<file path="config.mk">
export PLATFORM = sky130hd
export DESIGN_NAME = cesf_formatter
export DESIGN_NICKNAME = d
export VERILOG_FILES = /design/src/cesf_status_pick.v /design/src/cesf_word_pack.v /design/src/cesf_formatter.v
export VERILOG_INCLUDE_DIRS = /design/src
export SDC_FILE = /design/constraint.sdc
export NUM_CORES = 1
export LEC_CHECK = 0
export ABC_AREA = 1
export BUFFER_PORTS_ARGS = -buffer_cell sky130_fd_sc_hd__buf_2
export CAP_MARGIN = 10
export CELL_PAD_IN_SITES_DETAIL_PLACEMENT = 0
export CELL_PAD_IN_SITES_GLOBAL_PLACEMENT = 1
export CORE_MARGIN = 3
export CORE_UTILIZATION = 37
export CTS_CLUSTER_DIAMETER = 120
export DETAILED_ROUTE_END_ITERATION = 6
export PLACE_DENSITY = 0.9
export SYNTH_ARGS = -nofsm -noshare
export SYNTH_HDL_FRONTEND = slang
export SYNTH_HIERARCHICAL = 1
export SYNTH_SLANG_ARGS = --single-unit
</file>
<file path="constraint.sdc">
create_clock -name pclk -period 2.45 [get_ports pclk]
set_input_delay 0.245 -clock pclk [delete_from_list [all_inputs] [get_ports pclk]]
set_output_delay 0.245 -clock pclk [all_outputs]
set_load 0.02 [all_outputs]
</file>
<file path="src/cesf_regs.vh">
`ifndef CESF_REGS_VH
`define CESF_REGS_VH
`define CESF_OFF_CTRL 12'h000
`define CESF_OFF_STATUS 12'h004
`define CESF_OFF_IRQ_STAT 12'h008
`define CESF_OFF_IRQ_MASK 12'h00C
`define CESF_OFF_RING_SIZE 12'h010
`define CESF_OFF_LAST_DW3 12'h014
`define CESF_OFF_TAIL 12'h018
`define CESF_OFF_POSTED 12'h01C
`define CESF_CTRL_EN_BIT 0
`define CESF_IRQ_POST_BIT 0
`define CESF_IRQ_WRAP_BIT 1
`define CESF_IRQ_FIX_BIT 2
`define CESF_RING_SIZE_RESET 16'h0010
`define CESF_SW_MSB 31
`define CESF_SW_LSB 17
`define CESF_NORETRY_BIT 31
`define CESF_EXTRA_BIT 30
`define CESF_CAT_MSB 27
`define CESF_CAT_LSB 25
`define CESF_DET_MSB 24
`define CESF_DET_LSB 17
`define CESF_TOGGLE_BIT 16
`define CESF_CAT_GENERIC 3'h0
`define CESF_CAT_CMD 3'h1
`define CESF_CAT_MEDIA 3'h2
`define CESF_CAT_VENDOR 3'h7
`define CESF_DET_VENDOR_BASE 8'hC0
`endif

</file>
<file path="src/cesf_status_pick.v">
`timescale 1ns/1ps
`default_nettype none
module cesf_status_pick #(
  parameter N = 4
) (
  input wire [N-1:0] cand_valid,
  input wire [8*N-1:0] cand_code,
  output reg [7:0] best_code,
  output reg any_valid
);
  integer i;
  // Lowest valued applicable code wins
  always @* begin
    best_code = 8'hFF;
    any_valid = 1'b0;
    for (i = 0; i < N; i = i + 1) begin
      if (cand_valid[i] && (!any_valid || cand_code[8*i +: 8] < best_code)) begin
        best_code = cand_code[8*i +: 8];
        any_valid = 1'b1;
      end
    end
    if (!any_valid) begin
      best_code = 8'h00;
    end
  end
endmodule
`default_nettype wire

</file>
<file path="src/cesf_word_pack.v">
`timescale 1ns/1ps
`default_nettype none
`include "cesf_regs.vh"
module cesf_word_pack (
  input wire [2:0] category,
  input wire [7:0] detail,
  input wire extra_info,
  input wire no_retry,
  input wire toggle,
  input wire [15:0] tag,
  output wire [31:0] dw3,
  output wire [14:0] status_word
);
  // Reserved 29:28 forced to zero
  assign status_word = {no_retry, extra_info, 2'b00, category, detail};
  assign dw3 = {status_word, toggle, tag};
endmodule
`default_nettype wire

</file>
<file path="src/cesf_formatter.v">
`timescale 1ns/1ps
`default_nettype none
`include "cesf_regs.vh"
module cesf_formatter #(
  parameter TAIL_W = 16,
  parameter NCAND = 4
) (
  input wire pclk,
  input wire presetn,
  input wire psel,
  input wire penable,
  input wire pwrite,
  input wire [11:0] paddr,
  input wire [31:0] pwdata,
  output reg [31:0] prdata,
  output wire pready,
  output wire pslverr,
  input wire cmpl_valid,
  output wire cmpl_ready,
  input wire [15:0] request_tag,
  input wire [15:0] source_queue_number,
  input wire [15:0] source_queue_consume_index,
  input wire [31:0] cmd_specific_dw,
  input wire [2:0] status_category,
  input wire [NCAND-1:0] cand_valid,
  input wire [8*NCAND-1:0] cand_code,
  input wire media_error,
  input wire retry_hopeless,
  input wire recovery_abort,
  input wire log_has_more,
  output reg entry_valid,
  output reg [TAIL_W-1:0] entry_slot,
  output reg [127:0] entry_data,
  output wire irq
);
  // ****************************************
  // Register file
  // ****************************************
  reg ctrl_en;
  reg [2:0] irq_stat;
  reg [2:0] irq_mask;
  reg [TAIL_W-1:0] ring_size;
  reg [31:0] last_dw3;
  reg [TAIL_W-1:0] tail;
  reg [31:0] posted;
  reg toggle;
  reg [31:0] next_prdata;
  wire wr = psel && penable && pwrite;
  // Rise taken from the enabling write itself, so no post can slip in before the re-arm
  wire en_rise = wr && (paddr == `CESF_OFF_CTRL) && pwdata[`CESF_CTRL_EN_BIT] && !ctrl_en;
  wire rd_hit;
  wire post = cmpl_valid && ctrl_en;
  wire wrap = post && (tail == ring_size - 1'b1);
  wire [2:0] ev;
  reg [2:0] category_fix;
  reg [7:0] detail_fix;
  reg fixed;
  wire [7:0] best_code;
  wire any_code;
  wire [31:0] dw3;
  wire [14:0] status_word;
  wire no_retry;
  wire extra_info;
  assign pready = 1'b1;
  assign rd_hit = (paddr == `CESF_OFF_CTRL) || (paddr == `CESF_OFF_STATUS) ||
    (paddr == `CESF_OFF_IRQ_STAT) || (paddr == `CESF_OFF_IRQ_MASK) ||
    (paddr == `CESF_OFF_RING_SIZE) || (paddr == `CESF_OFF_LAST_DW3) ||
    (paddr == `CESF_OFF_TAIL) || (paddr == `CESF_OFF_POSTED);
  assign pslverr = psel && penable && !rd_hit;
  // Accept whenever enabled; disabled ring drops nothing since ready is low
  assign cmpl_ready = ctrl_en;
  assign ev = {fixed & post, wrap, post};
  assign irq = |(irq_stat & irq_mask);

  // ****************************************
  // Status selection
  // ****************************************
  cesf_status_pick #(
    .N(NCAND)
  ) u_pick (
    .cand_valid(cand_valid),
    .cand_code(cand_code),
    .best_code(best_code),
    .any_valid(any_code)
  );

  // Category forced by error kind; reserved types mapped to vendor
  always @* begin
    fixed = 1'b0;
    category_fix = status_category;
    if (media_error) begin
      category_fix = `CESF_CAT_MEDIA;
    end else if (status_category > `CESF_CAT_MEDIA && status_category != `CESF_CAT_VENDOR) begin
      category_fix = `CESF_CAT_VENDOR;
      fixed = 1'b1;
    end
    // Command specific failures arrive as category 1 and pass unchanged
    detail_fix = any_code ? best_code : 8'h00;
    if (category_fix == `CESF_CAT_VENDOR && detail_fix < `CESF_DET_VENDOR_BASE && any_code) begin
      detail_fix = `CESF_DET_VENDOR_BASE;
    end
  end
  assign no_retry = retry_hopeless && !recovery_abort;
  assign extra_info = log_has_more && any_code;

  cesf_word_pack u_pack (
    .category(category_fix),
    .detail(detail_fix),
    .extra_info(extra_info),
    .no_retry(no_retry),
    .toggle(toggle),
    .tag(request_tag),
    .dw3(dw3),
    .status_word(status_word)
  );

  // ****************************************
  // Ring tail and toggle
  // ****************************************
  always @(posedge pclk or negedge presetn) begin
    if (!presetn) begin
      tail <= {TAIL_W{1'b0}};
      toggle <= 1'b1;
      posted <= 32'h0000_0000;
    end else begin
      // Enable rise and post never coincide: post needs the enable already set
      if (en_rise) begin
        toggle <= 1'b1;
        tail <= {TAIL_W{1'b0}};
      end else if (post) begin
        posted <= posted + 32'h0000_0001;
        if (wrap) begin
          tail <= {TAIL_W{1'b0}};
          toggle <= ~toggle;
        end else begin
          tail <= tail + 1'b1;
        end
      end
    end
  end

  // ****************************************
  // Entry output
  // ****************************************
  always @(posedge pclk or negedge presetn) begin
    if (!presetn) begin
      entry_valid <= 1'b0;
      entry_slot <= {TAIL_W{1'b0}};
      entry_data <= 128'h0;
      last_dw3 <= 32'h0000_0000;
    end else begin
      entry_valid <= post;
      if (post) begin
        entry_slot <= tail;
        // Reserved second doubleword stays zero
        entry_data <= {dw3, source_queue_number, source_queue_consume_index, 32'h0000_0000,
          cmd_specific_dw};
        last_dw3 <= dw3;
      end
    end
  end

  // ****************************************
  // APB access
  // ****************************************
  always @(posedge pclk or negedge presetn) begin
    if (!presetn) begin
      ctrl_en <= 1'b0;
      irq_mask <= 3'h0;
      irq_stat <= 3'h0;
      ring_size <= `CESF_RING_SIZE_RESET;
    end else begin
      // Set wins over write-one clear
      if (wr && paddr == `CESF_OFF_IRQ_STAT) begin
        irq_stat <= (irq_stat & ~pwdata[2:0]) | ev;
      end else begin
        irq_stat <= irq_stat | ev;
      end
      if (wr) begin
        if (paddr == `CESF_OFF_CTRL) begin
          ctrl_en <= pwdata[`CESF_CTRL_EN_BIT];
        end else if (paddr == `CESF_OFF_IRQ_MASK) begin
          irq_mask <= pwdata[2:0];
        end else if (paddr == `CESF_OFF_RING_SIZE) begin
          // Zero size would only wrap after 65536 entries; held at one minimum
          ring_size <= (pwdata[TAIL_W-1:0] == {TAIL_W{1'b0}}) ? {{(TAIL_W-1){1'b0}}, 1'b1} :
            pwdata[TAIL_W-1:0];
        end
      end
    end
  end

  always @* begin
    next_prdata = 32'h0000_0000;
    if (paddr == `CESF_OFF_CTRL) begin
      next_prdata = {31'h0, ctrl_en};
    end else if (paddr == `CESF_OFF_STATUS) begin
      next_prdata = {30'h0, toggle, ctrl_en};
    end else if (paddr == `CESF_OFF_IRQ_STAT) begin
      next_prdata = {29'h0, irq_stat};
    end else if (paddr == `CESF_OFF_IRQ_MASK) begin
      next_prdata = {29'h0, irq_mask};
    end else if (paddr == `CESF_OFF_RING_SIZE) begin
      next_prdata = {{(32-TAIL_W){1'b0}}, ring_size};
    end else if (paddr == `CESF_OFF_LAST_DW3) begin
      next_prdata = last_dw3;
    end else if (paddr == `CESF_OFF_TAIL) begin
      next_prdata = {{(32-TAIL_W){1'b0}}, tail};
    end else if (paddr == `CESF_OFF_POSTED) begin
      next_prdata = posted;
    end
  end

  // Read data latched in setup so the access phase sees a steady flop output
  always @(posedge pclk or negedge presetn) begin
    if (!presetn) begin
      prdata <= 32'h0000_0000;
    end else if (psel && !penable) begin
      prdata <= next_prdata;
    end
  end
endmodule
`default_nettype wire

</file>
-- Word-level counts from Yosys, hierarchy flattened
Index checks and enable logic that the tools add are counted.
Widths: inputs -> output; s select.
- flip-flop bits (word level): 245
- input bits: 173
- output and inout port bits: 181
- word-level logic and storage cells: 115
- add/subtract/negate cells: 3
- magnitude comparators: 5
- equality and inequality tests: 10
- multiplexer cells: 30
- bitwise logic cells: 10
- reduce and logical (&&, ||, !) cells: 45
- operators by type and width (cell ; count):
    $mux 32 ; 8
    $mux 16 ; 4
    $eq 12x5->1 const B ; 4
    $mux 8 ; 6
    $add 32x1->32 const B ; 1
    $eq 12x4->1 const B ; 2
    $lt 8x8->1 ; 3
    $logic_and 1x1->1 ; 18
    $add 16x1->16 const B ; 1
    $eq 16x16->1 ; 1
    $logic_not 16->1 ; 1
    $sub 16x1->16 const B ; 1
    $eq 12x3->1 const B ; 1
    $logic_not 12->1 ; 1
    $logic_or 1x1->1 ; 10
    $mux 1 ; 9
    $mux 3 ; 3
    $lt 8x8->1 const B ; 1
    $logic_not 1->1 ; 7
    $and 3x3->3 ; 2
    $or 3x3->3 ; 2
    $reduce_and 2->1 ; 3
    $not 1->1 ; 4
    $reduce_and 4->1 ; 1
    8 further kinds ; 9

-- Logic depth before layout (Yosys ltp)
Gate-level depths: netlist of run 1.
- word-level depth: 18
- mapped depth: 44
- gate-level depth less buffers: 41

-- Hierarchy
Netlist of run 1, hierarchy kept.
- modules (own cells, without submodules) (module ; times used ; cells an instance ; area each (µm²)):
    cesf_formatter ; 1 ; 1383 ; 10809.1
    cesf_status_pick ; 1 ; 167 ; 905.9
    cesf_word_pack ; 1 ; 48 ; 356.6

-- Least setup slack after synthesis of run 1
OpenSTA, ideal clock, no wires.
- kind: input to register
- start: input cand_valid[0]
- end: register last_dw3[17]
- library setup time: 83 ps
- arrival time: 4389 ps
- required time: 2367 ps
- slack: -2021 ps
- stages on the path: 34
- path through: inv_1 > nor2_1 > ha_1 > a21oi_1 > o21a_1 > nand2_1 > nand2_1 > nand2_2 > clkbuf_1 > o21ai_0 > ha_1 > a21oi_1 > nor2_1 > a211oi_1 > nand2_1 > nand2_2 > nand2_4 > buf_2 > o21ai_0 > ha_1 > a21oi_1 > nor2_1 > a211oi_1 > nand2_2 > nand2_4 > nand3_1 > nand2_1 > inv_1 > o21ai_0 > nand2_1 > nor2_1 > buf_4 > nand2_1 > o21ai_0
- longest elaborated chain between the ends: 18
- ends and longest elaborated chain (what ; line ; RTL):
    start, declared ; cesf_formatter.v:25 ; input wire [NCAND-1:0] cand_valid,
    $mux 8 or $mux 1 (tied branches) ; cesf_status_pick.v:17 ; if (cand_valid[i] && (!any_valid || cand_code[8*i +: 8] < best_code)) begin
    $lt 8x8->1 or $logic_not 1->1 (tied branches) ; cesf_status_pick.v:17 ;
    $logic_or 1x1->1 ; cesf_status_pick.v:17 ;
    $logic_and 1x1->1 ; cesf_status_pick.v:17 ;
    $mux 8 or $mux 1 (tied branches) ; cesf_status_pick.v:17 ;
    $lt 8x8->1 or $logic_not 1->1 (tied branches) ; cesf_status_pick.v:17 ;
    $logic_or 1x1->1 ; cesf_status_pick.v:17 ;
    $logic_and 1x1->1 ; cesf_status_pick.v:17 ;
    (+4 left out) ; n/a ;
    $mux 8 (*) ; cesf_status_pick.v:17 ;
    via best_code[6] ; cesf_formatter.v:58 ; wire [7:0] best_code;
    $mux 8 (*) ; cesf_formatter.v:98 ; detail_fix = any_code ? best_code : 8'h00;
    $lt 8x8->1 (no source line) (*) ; n/a ;
    $logic_and 1x1->1 (no source line) (*) ; n/a ;
    $logic_and 1x1->1 (*) ; cesf_formatter.v:99 ; if (category_fix == `CESF_CAT_VENDOR && detail_fix < `CESF_DET_VENDOR_BASE && any_code) begin
    $mux 8 (*) ; cesf_formatter.v:99 ;
    via detail_fix[0] ; cesf_formatter.v:56 ; reg [7:0] detail_fix;
    end signal, assigned ; cesf_formatter.v:158 ; last_dw3 <= dw3;
    end, declared ; cesf_formatter.v:43 ; reg [31:0] last_dw3;
The timed path passes the listed nets; every way through them passes the cells marked *.
A chain may end at the register's enable or synchronous reset.

-- Worst setup path after layout of run 1
- start: input cand_valid[0]
- end: register last_dw3[21]
Same word-level chain as after synthesis.

==> summary.md, run 1 <==
| Metric | Value |
|---|---|
| Number of hold violations in the final report | 0 |
| RSZ-0062 raised after global routing | yes |
| P_int | 6550 uW |
| Slew Limit Fails | 0 |
| Drt initial violations | 720 |
| Final min period | 4.03 ns |
| GRT Total Usage | 21.4% |
| Die Span X | approximately 190 um |
| Grt total ovfl | 0 |
| Critical path launch point type | primary input |
| DR WL met2 | 18300 um |
| Worst Max-Slew Pin Slew | 0.635 ns |
| Die height | about 190 um |
| Layout cell share with drive strength beyond 1 | 27.2% |
| Hold Worst Slack | roughly 0.012 ns |
| Initial antenna violation count | 5 |
| Most frequent cells in the layout | nand2_1, buf_2, dfrtp_1 |
| Max Cap Viol | 0 |
| Core ar. | 31700 sq um |
| Synth warn | 6 |
| Area Overhead vs Synth | 36.6% |
| Clock transition at the registers of the reported paths | 0.06 ns |
| Number of global-route vias before repair | 11300 |
| Most common cell after layout, fill and taps aside | nand2_1 |
| Initial core utilization | 37.7% |
| WP data required | 2.91 ns |
| Switching share of power | 24.9% |
| Root buffer cell | clkbuf_16 |
| Initial DRT Pass Iterations | 5 |
| Reg2reg setup slack | around 0.13 ns |
| Clock Sinks | 217 |
| Vias per Instance | 4.85 |
| Final WS setup | -1.58 ns |
| Met3 routed WL | 2810 um |
| Synthesized area | around 12000 sq um |
| Metal-1 WL | 16100 um |
| Skew final | 0.0120 ns |
| Avg WL per Cell | 15.8 um |
| Crit path capture type | register |
| Routed Antenna Nets | 0 |
| Total power draw | 8710 uW |
| CTS Buffer Depth | 3 |
| Nets | 2215 |
| Post-DP HPWL | 27700 um |
| Switching power | 2170 uW |
| Avg Inst Size Synth | 7.55 sq um |
| Delay of the slowest critical-path stage | 0.32 ns |
| R2r endpoint | tail[12]$_DFFE_PN0P_ |
| Slowest CP cell | ha_1 |
| Combinational share of power | 12.8% |
| RR Startpoint | ring_size[0]$_DFFE_PN0P_ |
| Port Buffers | 304 |
| Largest net degree at the start of global routing | between 100 and 150 |
| Routed wire length | 38400 um |
| Pleak | 0.00907 uW |
| Fmax | 248 MHz |
| CP startpoint | cand_valid[0] |
| Mapped Cells | 1583 |
| Max Used Layer | met5 |
| Crit path max fanout | 8 |
| Outcome | finished, violations left |
| Clk_lat worst skew | 0.54 ns |
| Fin util | 51.5% |
| Failing checks | negative setup slack |
| Critical path class | primary input to register |
| Pwr Density | 533 nW/um^2 |
| Via count | 11800 |
| Hold depth | 3 |
| Residual DRC | 0 |
| Sequential share of power | 41.6% |
| Hold_sp | pwdata[6] |
| Max-slew headroom | 57.6% |
| I/O pin count | 354 |
| Worst hold endpoint | ring_size[6]$_DFFE_PN0P_ |
| Final setup viols | 8 |
| CTS tree | yes |
| FF-to-FF path depth | 11 |
| Routability cong. | 0.912 |
| VDD IR-drop max | just under 0.0005 V |
| Die area | between 30000 and 40000 sq um |
| H-tree levels | 1 |
| WP data arrival | 4.48 ns |
| Clk pwr share | between 40% and 50% |
| Row count | 65 |
| Final Cycle Share | 164% |
| First-pass GRT wire length | 59200 um |
| Num CTS Buffers | 26 |
| Total Neg Setup Slack | -12.13 ns |
| Worst hold-check path type | primary input to register |
[power groups by stage]
stage / Combinational [uW] / Clock, uW / Sequential [uW]
floorplan: 452 / 0 / 3710
global placement: 778 / 0 / 3690
detailed placement: 796 / 0 / 3690
CTS: 1010 / 4060 / 3620
global route: 1230 / 4240 / 3620
finish: 1110 / 3980 / 3620
[registers in the layout (all words and copies together) (netlist names), 3 cells and up]
register / count
prdata: 32
last_dw3: 32
tail: 16
entry_slot: 16
ring_size: 16
entry_data: 64
posted: 32
irq_stat: 3
irq_mask: 3
[worst max-delay path: cells and delay by family]
kind	cells	cell delay, ns
simple gates	25	2.11
fa+ha+maj	3	0.88
compound gates	6	0.86
buf+inv	4	0.36
[through the flow]
step	setup WS, ns	instances	instance area (sq um)
2_1_floorplan	-1.71	1615	12200
3_3_place_gp	-1.88	2274	14000
3_5_place_dp	-2.16	2274	14000
4_1_cts	-1.32	2433	16100
5_1_grt	-1.80	2439	16300
6_report	-1.58	2439	16300
[metal layers]
metal	track usage, %	vias up
met5	0	-
met4	5.75	8
met2	35.7	424
met3	4.44	83
li1	-	5762
met1	28.3	5542
[what timing repair did]
action / 4_1_cts / 5_1_grt
cloned: 2 / 0
setup endpoints to repair: 8 / 13
gates resized for setup: 41 / 41
pin swaps: 10 / 20
endpoints found under the hold margin: 144 / 0
hold buffers: 91 / 0
setup buffers: 21 / 5
[final cells by class]
class                   instances  area [sq um]
fillers                      2961         15400
multi-input cells            1118          5680
flip-flops and latches        217          5430
repair buffers                485          3190
clock buffers                  34           731
inverters                     170           644
well taps                     402           503
clock inverters                12           159
diodes                          1          2.50
[worst max path at each step]
stage | end | depth (start not counted) | slack [ns]
after CTS | last_dw3[20]$_DFFE_PN0P_ | 36 | -1.32
final | last_dw3[21]$_DFFE_PN0P_ | 38 | -1.58
after detailed placement | last_dw3[18]$_DFFE_PN0P_ | 33 | -2.16
after floorplan | last_dw3[17]$_DFFE_PN0P_ | 36 | -1.71
after global routing | last_dw3[21]$_DFFE_PN0P_ | 37 | -1.80
after global placement | last_dw3[20]$_DFFE_PN0P_ | 36 | -1.88
(Power assumes the default switching activity.)
==> run 2: changes to the inputs <==
==> constraint.sdc (replaced) <==
create_clock -name pclk -period 2.45 [get_ports pclk]
set_input_delay 0 -clock pclk [delete_from_list [all_inputs] [get_ports pclk]]
set_output_delay 0 -clock pclk [all_outputs]
set_load 0.02 [all_outputs]
==> summary.md, run 2 (synthesis results as in run 1) <==
| Metric | Value |
|---|---|
| Design area | 16500 sq um (+1.1%) |
| RSZ-0062 raised after global routing | yes |
| Fill cells | 3024 (+2.1%) |
| Delay of the slowest critical-path stage | 0.30 ns (-0.02 ns) |
| Drt initial violations | 817 (+13%) |
| Hold Worst Slack | 0.0161 ns (+0.00453 ns) |
| Most frequent cells in the layout | nand2_1, buf_2, dfrtp_1 |
| Initial antenna violation count | 5 (unchanged) |
| Most common cell after layout, fill and taps aside | nand2_1 |
| Top reg by flops | entry_data |
| Met1 Use GR | 28.3% (-0.059 points) |
| Port Buffers | 304 (unchanged) |
| Final setup viols | 8 (unchanged) |
| CTS tree | yes |
| Routability cong. | 0.944 (+3.6%) |
| Crit path capture type | register |
| H-tree levels | 1 (unchanged) |
| CTS Buffer Depth | 3 (unchanged) |
| Total power draw | 8670 uW (-0.48%) |
| GRT Total Usage | 21.6% (+0.22 points) |
| Initial core utilization | 37.7% (unchanged) |
| Pwr Density | 525 nW/um^2 (-1.5%) |
| Die area | 34500 sq um (unchanged) |
| Met3 track demand over resource | 3.95% (-0.49 points) |
| Largest net degree at the start of global routing | 96 (-32%) |
| Worst hold-check path type | primary input to register |
| Slowest CP cell | ha_1 |
| Area Overhead vs Synth | 38.1% |
| Final Cycle Share | 148% (-17 points) |
| Gr busiest metal | met2 |
| Routed Antenna Nets | 0 (unchanged) |
| Max-slew headroom | 36.0% (-22 points) |
| Area of the multi-input gates | 5590 sq um (-1.6%) |
| Crit path max fanout | 8 (unchanged) |
| Die height | 186 um (unchanged) |
| Skew final | 0.0135 ns (+0.00147 ns) |
| Critical path launch point type | primary input |
| Num CTS Buffers | 26 (unchanged) |
| Fmax | 276 MHz (+11%) |
| Clock transition at the registers of the reported paths | 0.06 ns (about the same) |
| Placed cell area | 14000 sq um (about the same) |
| I/O pin count | 354 (unchanged) |
| Residual DRC | 0 (unchanged) |
| Number of global-route vias before repair | 11700 (+3.4%) |
| Pleak | 0.00919 uW (+1.2%) |
| WP data required | 2.90 ns (about the same) |
| Worst Max-Slew Pin Slew | 0.960 ns (+0.325 ns) |
| Vias per Instance | 4.82 (-0.58%) |
| Max Cap Viol | 0 (unchanged) |
| Nets | 2241 (+1.2%) |
| Die Span X | 186 um (unchanged) |
| Worst path most repeated cell | nand2_2 |
| Initial DRT Pass Iterations | 5 (unchanged) |
| Place WS | -1.92 ns (+0.238 ns) |
| M2 GR Usage | 37.0% (+1.3 points) |
| First-pass GRT wire length | 60000 um (+1.4%) |
| WP data arrival | 4.07 ns (-0.41 ns) |
| Largest register FFs | 64 (unchanged) |
| Fin util | 52.1% (+0.56 points) |
| Post-DP HPWL | 28100 um (+1.4%) |
| Clock Sinks | 217 (unchanged) |
| Via count | 11900 (+0.52%) |
| Root buffer cell | clkbuf_16 |
| Avg WL per Cell | 15.7 um (-0.33%) |
| Critical path class | primary input to register |
| Routed wire length | 38700 um (+0.78%) |
| Layout cell share with drive strength beyond 1 | 25.9% (-1.3 points) |
| VDD IR-drop max | 0.000448 V (-7.4%) |
| Failing checks | negative setup slack |
| Final min period | 3.62 ns (-0.406 ns) |
| Grt total ovfl | 0 (unchanged) |
| Outcome | finished, violations left |
| Row count | 65 (unchanged) |
| Core ar. | 31700 sq um (unchanged) |
| Number of hold violations in the final report | 0 (unchanged) |
| Slew Limit Fails | 0 (unchanged) |
| Reg area | 5430 sq um (unchanged) |
| Final WS setup | -1.17 ns (+0.406 ns) |
| Clk_lat worst skew | 0.53 ns (about the same) |
[run 2: where the power goes]
part,leakage [uW],switching [uW],internal [uW]
logic,0.00603,565,516
clock network,0.000433,1480,2490
registers,0.00273,14.9,3610
[run 2: cell type report]
cell class,instances,share of cell area (%)
diodes,4,0.0606
clock buffers,39,4.73
clock inverters,5,0.606
inverters,170,3.90
multi-input cells,1118,33.9
flip-flops and latches,217,32.9
well taps,402,3.04
repair buffers,511,20.9
[run 2: what timing repair did]
item,4_1_cts,5_1_grt
pin swaps,10,12
gates cloned,2,0
hold endpoints to repair,218,0
setup buffers,16,6
endpoints found under the setup margin,8,29
gates resized for setup,31,36
hold buffers,122,0
[run 2: critical path: cells and delay by family]
family / cells / cell delay (ns)
buffers and inverters: 4 / 0.41
adders and majority gates: 3 / 0.85
AOI/OAI and AO/OA: 9 / 1.10
and+or+nand+nor: 19 / 1.67
[run 2: final timing paths]
check / startpoint / end / slack [ns] / depth (start not counted)
setup / recovery: cand_valid[0] / last_dw3[22]$_DFFE_PN0P_ / -1.17 / 35
hold / removal: psel / cmpl_ready$_DFFE_PN0P_ / 0.02 / 5
setup reg to reg: ring_size[0]$_DFFE_PN0P_ / tail[7]$_DFFE_PN0P_ / 0.19 / 12
hold reg to reg: posted[11]$_DFFE_PN0P_ / posted[11]$_DFFE_PN0P_ / 0.46 / 1
max in group asynchronous: presetn / last_dw3[5]$_DFFE_PN0P_ / 1.60 / 3
min in group asynchronous: presetn / ring_size[5]$_DFFE_PN0P_ / 0.10 / 2
[run 2: metal layers]
| layer | up-vias | wire length [um] | part of all wire (%) |
|---|---|---|---|
| met5 | - | 27 | 0.070 |
| li1 | 5793 | - | - |
| met2 | 403 | 18700 | 48 |
| met4 | 4 | 975 | 2.5 |
| met3 | 72 | 2410 | 6.2 |
| met1 | 5608 | 16700 | 43 |
[run 2: metrics by stage]
step / TNS (ns) / cells
after floorplan: -11.30 / 1615
after global placement: -12.80 / 2274
after detailed placement: -14.73 / 2274
after CTS: -9.26 / 2457
after global routing: -11.66 / 2465
final: -9.03 / 2466
==> run 3: changes to the inputs <==
--- a/config.mk
+++ b/config.mk
@@ -6,16 +6,15 @@
 export SDC_FILE = /design/constraint.sdc
 export NUM_CORES = 1
 export LEC_CHECK = 0
-export ABC_AREA = 1
-export BUFFER_PORTS_ARGS = -buffer_cell sky130_fd_sc_hd__buf_2
+export BUFFER_PORTS_ARGS = -buffer_cell sky130_fd_sc_hd__buf_4
 export CAP_MARGIN = 10
 export CELL_PAD_IN_SITES_DETAIL_PLACEMENT = 0
 export CELL_PAD_IN_SITES_GLOBAL_PLACEMENT = 1
 export CORE_MARGIN = 3
-export CORE_UTILIZATION = 37
+export CORE_UTILIZATION = 39
 export CTS_CLUSTER_DIAMETER = 120
 export DETAILED_ROUTE_END_ITERATION = 6
-export PLACE_DENSITY = 0.9
+export PLACE_DENSITY = 0.91
 export SYNTH_ARGS = -nofsm -noshare
 export SYNTH_HDL_FRONTEND = slang
 export SYNTH_HIERARCHICAL = 1
==> summary.md, run 3 <==
| Metric | Value |
|---|---|
| Outcome | finished, violations left |
| Failing checks | negative setup slack |
| Initial antenna violation count | 1 (-4) |
| Number of hold violations in the final report | 0 (unchanged) |
| Met1 Use GR | 29.4% (+1.1 points) |
| Number of global-route vias before repair | 10400 (-11%) |
| Residual DRC | 0 (unchanged) |
| Met3 track demand over resource | 3.49% (-0.46 points) |
| Avg Inst Size Synth | 9.33 sq um (+23%) |
| Critical path launch point type | primary input |
| Gr busiest metal | met2 |
| Synthesized area | 11500 sq um (-4.0%) |
| Final setup viols | 9 (+1) |
| Nets | 1881 (-16%) |
| Max Cap Viol | 0 (unchanged) |
| VDD IR-drop max | 0.000405 V (-9.7%) |
| Pleak | 0.00866 uW (-5.7%) |
| Routed wire length | 37000 um (-4.4%) |
| Mapped Cells | 1231 (-22%) |
| Row count | 62 (-4.6%) |
| Die height | 178 um (-4.4%) |
| Clk_lat worst skew | 0.54 ns (about the same) |
| Max-slew headroom | 44.6% (+8.6 points) |
| Final WS setup | -2.08 ns (-0.912 ns) |
| Layout cell share with drive strength beyond 1 | 33.7% (+7.8 points) |
| Avg WL per Cell | 17.7 um (+13%) |
| Clock transition at the registers of the reported paths | 0.06 ns (about the same) |
| Synth warn | 6 (unchanged) |
| M2 GR Usage | 38.0% (+1.0 points) |
| Critical path class | primary input to register |
| Fmax | 221 MHz (-20%) |
| Largest register FFs | 64 (unchanged) |
| WP data required | 2.85 ns (-0.05 ns) |
| Num CTS Buffers | 26 (unchanged) |
| Clock Sinks | 217 (unchanged) |
| Die area | 31500 sq um (-8.6%) |
| Most common cell after layout, fill and taps aside | nand2_1 |
| Crit path max fanout | 6 (-2) |
| Crit path capture type | register |
| Non-filler cells, final | 2089 (-15%) |
| Placed instance count | 1900 (-16%) |
| Largest net degree at the start of global routing | 81 (-16%) |
| Slowest CP cell | o31a_1 |
| Place WS | -2.85 ns (-0.925 ns) |
| Final Cycle Share | 185% (+37 points) |
| Worst Max-Slew Pin Slew | 0.831 ns (-0.129 ns) |
| Post-DP HPWL | 26000 um (-7.4%) |
| Worst path most repeated cell | nand2_1 |
| Pwr Density | 522 nW/um^2 (-0.56%) |
| CTS Buffer Depth | 3 (unchanged) |
| First-pass GRT wire length | 56500 um (-5.8%) |
| Slew Limit Fails | 0 (unchanged) |
| Routed Antenna Nets | 0 (unchanged) |
| Vias per Instance | 5.03 (+4.5%) |
| Skew final | 0.0278 ns (+0.0144 ns) |
| CTS tree | yes |
| WP data arrival | 4.94 ns (+0.87 ns) |
| Initial core utilization | 39.8% (+2.1 points) |
| Most frequent cells in the layout | nand2_1, buf_4, dfrtp_1 |
| Delay of the slowest critical-path stage | 0.34 ns (+0.04 ns) |
| Die Span X | 178 um (-4.4%) |
| Worst hold-check path type | primary input to register |
| GRT Total Usage | 22.3% (+0.75 points) |
| Final min period | 4.53 ns (+0.912 ns) |
| Via count | 10500 (-11%) |
| Root buffer cell | clkbuf_16 |
| Drt initial violations | 490 (-40%) |
| Routability cong. | 0.876 (-7.2%) |
| H-tree levels | 1 (unchanged) |
| RSZ-0062 raised after global routing | yes |
| Area Overhead vs Synth | 47.8% |
| Core ar. | 28900 sq um (-9.0%) |
| I/O pin count | 354 (unchanged) |
| Initial DRT Pass Iterations | 5 (unchanged) |
| Fill cells | 2400 (-21%) |
| Grt total ovfl | 0 (unchanged) |
| Port Buffers | 304 (unchanged) |
| Top reg by flops | entry_data |
-- run 3: path summary, 6_finish.rpt --
path / depth (start not counted) / end / slack, ns / startpoint
worst max-delay path: 30 / last_dw3[17]$_DFFE_PN0P_ / -2.08 / cand_valid[0]
worst min-delay path: 6 / prdata[0]$_DFFE_PN0P_ / 0.01 / paddr[7]
worst max register to register: 9 / tail[14]$_DFFE_PN0P_ / -0.04 / ring_size[1]$_DFFE_PN0P_
worst min register to register: 2 / entry_data[69]$_DFFE_PN0P_ / 0.47 / entry_data[69]$_DFFE_PN0P_
max in group asynchronous: 3 / prdata[26]$_DFFE_PN0P_ / 1.60 / presetn
min in group asynchronous: 2 / ring_size[9]$_DFFE_PN0P_ / 0.05 / presetn
-- run 3: layout make-up --
class	count	area, sq um	area share (%)
Antenna cell	1	2.50	0.0147
Clock buffer	35	734	4.33
Clock inverter	13	134	0.789
Inverter	24	92.6	0.545
Multi-Input combinational cell	900	5810	34.2
Sequential cell	217	5430	32.0
Tap cell	384	480	2.83
Timing Repair Buffer	515	4290	25.2
-- run 3: per-layer routing --
metal,up-vias,wire length [um]
met5,-,0
met4,0,1280
met3,82,2010
met2,342,18300
met1,5117,15400
li1,4977,-
-- run 3: critical path: cells and delay by family --
kind | cells | cell delay [ns]
buffers and inverters | 3 | 0.42
muxes | 3 | 0.87
AOI/OAI and AO/OA | 9 | 1.53
adders and majority gates | 3 | 0.77
and+or+nand+nor | 12 | 1.32
-- run 3: per-stage QoR --
| step | utilization (%) | hold WS, ns | area, sq um | setup TNS [ns] | total power (uW) |
|---|---|---|---|---|---|
| 4_1_cts | 58.0 | 0.00345 | 16700 | -15.88 | 8870 |
| 6_report | 58.8 | 0.0144 | 17000 | -16.32 | 8860 |
| 3_5_place_dp | 49.5 | 0.0398 | 14300 | -22.62 | 4720 |
| 2_1_floorplan | - | -0.296 | 11700 | -21.66 | 4310 |
| 5_1_grt | 58.8 | 0.0404 | 17000 | -19.68 | 9220 |
| 3_3_place_gp | 49.5 | 0.0324 | 14300 | -21.43 | 4700 |
-- run 3: timing repair --
item,4_1_cts,5_1_grt
buffers inserted,12,6
resized for setup,49,44
pin swaps,42,37
setup endpoints to repair,24,27
hold buffers,121,0
hold endpoints to repair,252,0
gates cloned,2,0
-- run 3: power by group --
group | switching [uW] | internal (uW) | leakage [uW] | total, uW
registers | 14.7 | 3600 | 0.00299 | 3620
clock network | 1540 | 2320 | 0.000436 | 3860
logic | 626 | 762 | 0.00523 | 1390
